===== src/hdl/asbpf_pkg.sv =====
package asbpf_pkg;
   // Geometry of the memory port
   localparam int ADDR_W = 13;
   localparam int DATA_W = 8;
   localparam int DEPTH  = 8192;
   // Clock period
   localparam int CLK_PERIOD_NS = 10;
   // Timing figures in ns (faster speed grade)
   localparam int T_READ_CYCLE_NS = 100;
   localparam int T_ADDR_ACCESS_NS = 100;
   localparam int T_WRITE_PULSE_NS = 80;
   localparam int T_ADDR_SETUP_NS = 0;
   localparam int T_DATA_SETUP_NS = 50;
   localparam int T_DATA_HOLD_NS = 5;
   localparam int T_WRITE_RECOVERY_NS = 10;
   localparam int T_OUT_FLOAT_NS = 50;
   // Recovery delay after supply return, in us
   localparam int T_RECOVERY_US = 1;
   // Cycle counts, least times rounded up, access one cycle more, hold and recovery at least one cycle
   localparam int CYC_ACCESS = (T_ADDR_ACCESS_NS + CLK_PERIOD_NS - 1) / CLK_PERIOD_NS + 1;
   localparam int CYC_WRITE_PULSE = (T_WRITE_PULSE_NS + CLK_PERIOD_NS - 1) / CLK_PERIOD_NS;
   localparam int CYC_DATA_SETUP = (T_DATA_SETUP_NS + CLK_PERIOD_NS - 1) / CLK_PERIOD_NS;
   localparam int CYC_HOLD0 = (T_DATA_HOLD_NS + CLK_PERIOD_NS - 1) / CLK_PERIOD_NS;
   localparam int CYC_HOLD = (CYC_HOLD0 < 1) ? 1 : CYC_HOLD0;
   localparam int CYC_RECOVERY0 = (T_WRITE_RECOVERY_NS + CLK_PERIOD_NS - 1) / CLK_PERIOD_NS;
   localparam int CYC_RECOVERY = (CYC_RECOVERY0 < 1) ? 1 : CYC_RECOVERY0;
   localparam int CYC_FLOAT = (T_OUT_FLOAT_NS + CLK_PERIOD_NS - 1) / CLK_PERIOD_NS;
   localparam int CYC_SUPPLY_REC = T_RECOVERY_US * 1000 / CLK_PERIOD_NS;
   // Host sequencer states
   typedef enum logic [3:0] {
      ASB_IDLE,
      ASB_RD_ADDR,
      ASB_RD_WAIT,
      ASB_RD_DONE,
      ASB_WR_PULSE,
      ASB_WR_HOLD,
      ASB_RECOVER,
      ASB_PWR_DOWN
   } asbpf_state_e;
endpackage : asbpf_pkg


===== src/hdl/asbpf_timer.sv =====
`timescale 1ns/1ps
`default_nettype none
// Down counter: load a count, hold expired from one down to zero
module asbpf_timer
   import asbpf_pkg::*;
#(
   parameter int WIDTH = 12
)(
   input  wire logic             clock,
   input  wire logic             reset,
   input  wire logic             enable,
   input  wire logic             load,
   input  wire logic [WIDTH-1:0] loadValue,
   output logic                  expired
);
   logic [WIDTH-1:0] count_reg;

   // ------------------------------
   // Counter
   // ------------------------------
   always_ff @(posedge clock)
   begin
      if (reset)
         count_reg <= loadValue; // Full delay after reset, as after return
      else if (enable)
      begin
         if (load)
            count_reg <= loadValue;
         else if (count_reg != '0)
            count_reg <= count_reg - WIDTH'(1);
      end
   end

   // Expired while the count is at one or zero and no load is applied
   assign expired = (count_reg <= WIDTH'(1)) && !load;
endmodule : asbpf_timer
`default_nettype wire


===== src/hdl/asbpf_host.sv =====
`timescale 1ns/1ps
`default_nettype none
// Function
// - Host holds address stable through write
// - Host gives data setup and hold
// - Host waits recovery before next access
// - Host keeps output gate off writing
// - Host keeps deselected during power up
module asbpf_host
   import asbpf_pkg::*;
#(
   parameter int SUPPLY_REC_CYCLES = CYC_SUPPLY_REC
)(
   input  wire logic              clock,
   input  wire logic              reset,
   input  wire logic              clockEnable,
   // User command side
   input  wire logic              reqValid,
   output logic                   reqReady,
   input  wire logic              reqWrite,
   input  wire logic [ADDR_W-1:0] reqAddr,
   input  wire logic [DATA_W-1:0] reqWData,
   output logic                   rspValid,
   output logic [DATA_W-1:0]      rspRData,
   output logic                   powerFailed,
   // Memory pins
   output logic [ADDR_W-1:0]      addrPins,
   output logic                   selectLowActive_n,
   output logic                   selectHighActive,
   output logic                   outputGate_n,
   output logic                   writeStrobe_n,
   input  wire logic [DATA_W-1:0] dataPinsIn,
   output logic [DATA_W-1:0]      dataPinsOut,
   output logic                   dataPinsOe,
   input  wire logic              powerFailInt_n
);
   localparam int TW = 12;

   asbpf_state_e     state_reg;
   logic [TW-1:0]    wait_reg;
   logic [DATA_W-1:0] dataSync1_reg;
   logic [DATA_W-1:0] dataSync2_reg;
   logic             intSync1_reg;
   logic             intSync2_reg;
   logic             recLoad;
   logic             recDone;
   logic [4:0]       readAge_reg;

   // ------------------------------
   // Pin synchronisers
   // ------------------------------
   // Two stages; first stage feeds only the second
   always_ff @(posedge clock)
   begin
      if (reset)
      begin
         dataSync1_reg <= '0;
         dataSync2_reg <= '0;
         intSync1_reg  <= 1'b1;
         intSync2_reg  <= 1'b1;
      end
      else if (clockEnable)
      begin
         dataSync1_reg <= dataPinsIn;
         dataSync2_reg <= dataSync1_reg;
         intSync1_reg  <= powerFailInt_n; // Low is asserted, open drain
         intSync2_reg  <= intSync1_reg;
      end
   end

   // ------------------------------
   // Supply recovery timer
   // ------------------------------
   // Restart on every low interrupt level so delay runs from return
   assign recLoad = !intSync2_reg;

   asbpf_timer #(
      .WIDTH (TW)
   ) u_asbpf_timer (
      .clock     (clock),
      .reset     (reset),
      .enable    (clockEnable),
      .load      (recLoad),
      .loadValue (TW'(SUPPLY_REC_CYCLES)),
      .expired   (recDone)
   );

   // Fail state seen as abstract pin event
   assign powerFailed = (state_reg == ASB_PWR_DOWN);
   assign reqReady    = (state_reg == ASB_IDLE) && intSync2_reg && recDone;

   // ------------------------------
   // Access sequencer
   // ------------------------------
   always_ff @(posedge clock)
   begin
      if (reset)
      begin
         state_reg         <= ASB_PWR_DOWN;
         wait_reg          <= '0;
         addrPins          <= '0;
         selectLowActive_n <= 1'b1; // Deselected out of reset
         selectHighActive  <= 1'b0;
         outputGate_n      <= 1'b1;
         writeStrobe_n     <= 1'b1;
         dataPinsOut       <= '0;
         dataPinsOe        <= 1'b0;
         rspValid          <= 1'b0;
         rspRData          <= '0;
      end
      else if (clockEnable)
      begin
         rspValid <= 1'b0;
         if (wait_reg != '0)
            wait_reg <= wait_reg - TW'(1);
         case (state_reg)
            ASB_IDLE:
            begin
               if (!intSync2_reg)
                  state_reg <= ASB_PWR_DOWN;
               else if (reqValid && recDone)
               begin
                  addrPins <= reqAddr; // Address set in the same cycle as selects
                  if (reqWrite)
                  begin
                     // Gate stays off while writing
                     outputGate_n      <= 1'b1;
                     dataPinsOut       <= reqWData;
                     dataPinsOe        <= 1'b1;
                     selectLowActive_n <= 1'b0;
                     selectHighActive  <= 1'b1;
                     writeStrobe_n     <= 1'b0; // Last edge starts write
                     wait_reg <= TW'((CYC_WRITE_PULSE > CYC_DATA_SETUP)
                                     ? CYC_WRITE_PULSE : CYC_DATA_SETUP);
                     state_reg <= ASB_WR_PULSE;
                  end
                  else
                  begin
                     writeStrobe_n     <= 1'b1; // Strobe high is read
                     selectLowActive_n <= 1'b0;
                     selectHighActive  <= 1'b1;
                     outputGate_n      <= 1'b0; // Device drives now
                     dataPinsOe        <= 1'b0;
                     // Wait out access plus sync latency
                     wait_reg  <= TW'(CYC_ACCESS + 2);
                     state_reg <= ASB_RD_WAIT;
                  end
               end
            end
            ASB_RD_WAIT:
            begin
               if (wait_reg <= TW'(1))
               begin
                  rspRData  <= dataSync2_reg;
                  rspValid  <= 1'b1;
                  state_reg <= ASB_RD_DONE;
               end
            end
            ASB_RD_DONE:
            begin
               outputGate_n      <= 1'b1;
               selectLowActive_n <= 1'b1;
               selectHighActive  <= 1'b0;
               wait_reg  <= TW'(CYC_FLOAT);
               state_reg <= ASB_RECOVER; // Let device float before reuse
            end
            ASB_WR_PULSE:
            begin
               if (wait_reg <= TW'(1))
               begin
                  // First release ends write, data latched
                  writeStrobe_n     <= 1'b1;
                  selectLowActive_n <= 1'b1;
                  selectHighActive  <= 1'b0;
                  wait_reg  <= TW'(CYC_HOLD);
                  state_reg <= ASB_WR_HOLD;
               end
            end
            ASB_WR_HOLD:
            begin
               if (wait_reg <= TW'(1))
               begin
                  dataPinsOe <= 1'b0; // Data and address held past end
                  wait_reg   <= TW'(CYC_RECOVERY);
                  state_reg  <= ASB_RECOVER;
               end
            end
            ASB_RECOVER:
            begin
               if (wait_reg <= TW'(1))
                  state_reg <= ASB_IDLE; // Recovery before next access
            end
            ASB_PWR_DOWN:
            begin
               // Keep deselected while supply unsure
               selectLowActive_n <= 1'b1;
               selectHighActive  <= 1'b0;
               outputGate_n      <= 1'b1;
               writeStrobe_n     <= 1'b1;
               dataPinsOe        <= 1'b0;
               if (intSync2_reg && recDone)
                  state_reg <= ASB_IDLE;
            end
            default:
               state_reg <= ASB_PWR_DOWN;
         endcase
      end
   end

   // ------------------------------
   // Checks
   // ------------------------------
   // Enabled cycles with the output gate on; a counter, since the access
   // wait is longer than a repetition may span
   always_ff @(posedge clock)
   begin
      if (reset)
         readAge_reg <= '0;
      else if (clockEnable)
      begin
         if (outputGate_n)
            readAge_reg <= '0;
         else if (readAge_reg != 5'h1f)
            readAge_reg <= readAge_reg + 5'h01;
      end
   end
endmodule : asbpf_host
`default_nettype wire


===== config.mk =====
export PLATFORM = sky130hd
export DESIGN_NAME = asbpf_host
export DESIGN_NICKNAME = d
export VERILOG_FILES = /design/src/hdl/asbpf_pkg.sv /design/src/hdl/asbpf_timer.sv /design/src/hdl/asbpf_host.sv
export SDC_FILE = /design/constraint.sdc
export NUM_CORES = 1
export LEC_CHECK = 0
export BUFFER_PORTS_ARGS = -buffer_cell sky130_fd_sc_hd__buf_2
export CAP_MARGIN = 30
export CORE_ASPECT_RATIO = 0.6
export CORE_UTILIZATION = 38
export CTS_CLUSTER_SIZE = 40
export DETAILED_ROUTE_END_ITERATION = 12
export HOLD_SLACK_MARGIN = 0.06
export SYNTH_ARGS = -nofsm -noshare
export SYNTH_HDL_FRONTEND = slang
export SYNTH_SLANG_ARGS = --single-unit

===== constraint.sdc =====
create_clock -name clock -period 2.26 [get_ports clock]
set_input_delay 0.226 -clock clock [delete_from_list [all_inputs] [get_ports clock]]
set_output_delay 0.226 -clock clock [all_outputs]
set_load 0.05 [all_outputs]

==> metrics.txt <==
P_sw=around 0.0014 W; cell type with the largest total area after synthesis=dfxtp_1; CTS buffer count=9; clk_skew=0.00358 ns; detailed placer's ending HPWL=6.08 mm; Power Total=around 0.0043 W; Largest register FFs=13; CP arrival=1.98 ns; syn nets=449; max_cap viols=0; sequential power share=38.4%; core area=0.00875 sq mm; RSZ-0062 raised after global routing=yes; WHS=0.130 ns; Yosys reg bits=80; antenna violations before repair=0; top cells by count, synth=dfxtp_1 (80), nor2_1 (55), nand2_1 (53); Pwr per Cell Area=968 mW/mm^2; Synth top area share=45.3%; clock power share=33.1%; leading post-synthesis cells by cell area=dfxtp_1 (45%), mux2i_1 (7.4%), nor2_1 (5.8%), nand2_1 (5.6%), a21oi_1 (5.0%); clock slew at reported path FFs=0.06 ns; Port Buffers=71; via count=3118; CP Launch Type=flop; Crit Path Category=flop to output pin; post-DR wirelength/cell=14.1 um; Leak=1.92 nW; H-tree levels=3; Worst-Margin Slew=0.717 ns; Worst setup EP type=output pin; Max IR drop VDD=around 0.61 mV; row cnt=26; max_slew headroom=51.9%; routed vias/inst=5.15; I/O pin total=72; Crit Path Max Fanout=4; Int Power=0.00297 W; nets@finish=532; GPL Wtd Cong=between 0.7 and 0.8; outcome=completed; Seq/Total Area, Yosys=45.3%; final wirelength=between 8 and 9 mm; Placed Area=0.00410 sq mm; Synth Warn #=0; distinct cell type count after synthesis=53; synthesized area per cell=8.66 sq um; most frequent cell after synthesis=dfxtp_1; highest clock rate=0.453 GHz; Die Wd=~130 um; die height=about 77 um; Storage cell area=0.00160 sq mm; multi-input gate area in the final layout=0.00184 sq mm; # DRC=0; Post-CTS Hold Buffers=0; DRT Pass-1 Iters=5; crit path cell chain=or4b_4 > nor4_1 > nand2_1 > nor2_2 > buf_6; Final ANT Viol Nets=0; ys async rst share=0%; Root Driver=clkbuf_16; largest net degree at the start of global routing=48; CTS Buffer Depth=2; CTS tree=yes; final instance area=0.00446 sq mm; sw frac=31.3%; GRT Util Overall=18.5%; EDFF count, synth=0; cell family with most CP delay=simple AND/OR/NAND/NOR gates; Skew-Pair Late Insertion Delay=0.33 ns; Buf/Inv on CP=1; crit share post-route=a little over nine tenths; clock period minus worst slack=2.21 ns; Top FF cell, synth=dfxtp_1; DRT iter0 DRCs=184; Layout fillers=818; grt total ovfl=0; global-route wire length before repair=14.2 mm; Mapped Cells=about 410; logic gate share of total power=between 20 and 30%; Hold Violations, Final=0; Ant. Diodes=0; Hold WC Path Type=input pin to flop; area delta synth->final=26.3%; Die ar.=0.00970 sq mm; Starting Density=40.4%; Worst EP required=just over 2 ns; peak per-stage delay on the critical path=0.58 ns; Post-Route Utilization=approximately 50%; clk sinks=80; final max-slew violation count=0; Setup-failing EPs final=0; Slowest-stage cell, CP=or4b_4; vias in the first global route=about 2900; Post-Syn Area=0.00353 sq mm; setup TNS=0 ns; layout cells sized above 1=25.3%
[worst min-delay path, cell delays in order]
cell,delay [ns]
buf_2,0.08
mux2i_1,0.06
nand2_1,0.06
[path summary, 6_finish.rpt]
kind,from,to,slack (ns),cells after the start
worst max-delay path,u_asbpf_timer.count_reg[9]$_SDFFE_PP0P_,reqReady,0.05,5
worst min-delay path,powerFailInt_n,intSync1_reg$_SDFFE_PP1P_,0.13,3
worst max register to register,u_asbpf_timer.count_reg[9]$_SDFFE_PP0P_,state_reg[2]$_SDFFE_PP1P_,0.11,6
worst min register to register,rspRData[7]$_SDFFE_PP0P_,rspRData[7]$_SDFFE_PP0P_,0.45,2
[cell families (layout without fill, tap and decap cells)]
group                    after synthesis  in the layout  synth area share, %
AO/OA/AOI/OAI                         74             74                 13.5
adder cells (fa/ha/maj)                6              6                 2.12
multiplexers                          26             26                 7.37
flip-flops                            80             80                 45.3
AND/OR/NAND/NOR                      168            168                 22.7
XOR/XNOR                              20             20                 4.96
buffers and inverters                 34            120                 3.97
[layer usage]
metal / vias to the layer above / GRT usage [%] / part of all wire, %
li1: 1585 / - / -
met1: 1435 / 26.8 / 52
met2: 91 / 26.3 / 40
met3: 7 / 5.72 / 6.5
met4: 0 / 5.06 / 0.60
met5: - / 0 / 0
[metrics by stage]
stage | worst slack [ns] | std cells
after floorplan | 0.133 | 408
after global placement | 0.0532 | 590
after detailed placement | 0.0495 | 590
after CTS | 0.00538 | 604
after global routing | -0.0167 | 606
final | 0.0542 | 606
[power by group through the flow]
| stage | Sequential (W) | Combinational (W) | Clock (W) |
|---|---|---|---|
| 6_report | 0.00166 | 0.00123 | 0.00143 |
| 5_1_grt | 0.00167 | 0.00136 | 0.00154 |
| 4_1_cts | 0.00165 | 0.00119 | 0.00147 |
| 3_5_place_dp | 0.00168 | 0.00118 | 0 |
| 3_3_place_gp | 0.00168 | 0.00117 | 0 |
| 2_1_floorplan | 0.00166 | 0.000851 | 0 |
[cells in the final DEF, fill, tap and decap left out, types with 3 or more instances in the layout]
master	n
a21oi_1	35
dfxtp_1	80
nor3_1	16
o21ai_0	4
xnor2_1	14
mux2i_1	26
inv_1	10
buf_4	22
a211oi_1	3
buf_2	70
o211ai_1	5
nor4_1	6
ha_1	6
o21ai_1	6
nand2_1	52
nor2_1	53
xor2_1	6
or3_1	4
clkbuf_16	9
nand3_1	10
nand3b_1	5
[area by class of cell]
class	count	share of cell area, %
flip-flops and latches	80	35.9
clock inverters	3	0.953
well taps	112	3.14
multi-input cells	294	41.1
repair buffers	94	12.2
clock buffers	11	5.66
inverters	12	1.01
[what timing repair did]
action,CTS,global route
setup buffers,0,2
setup endpoints to repair,1,41
pin swaps,0,6
gates resized for setup,3,10
(Power assumes the default switching activity.)
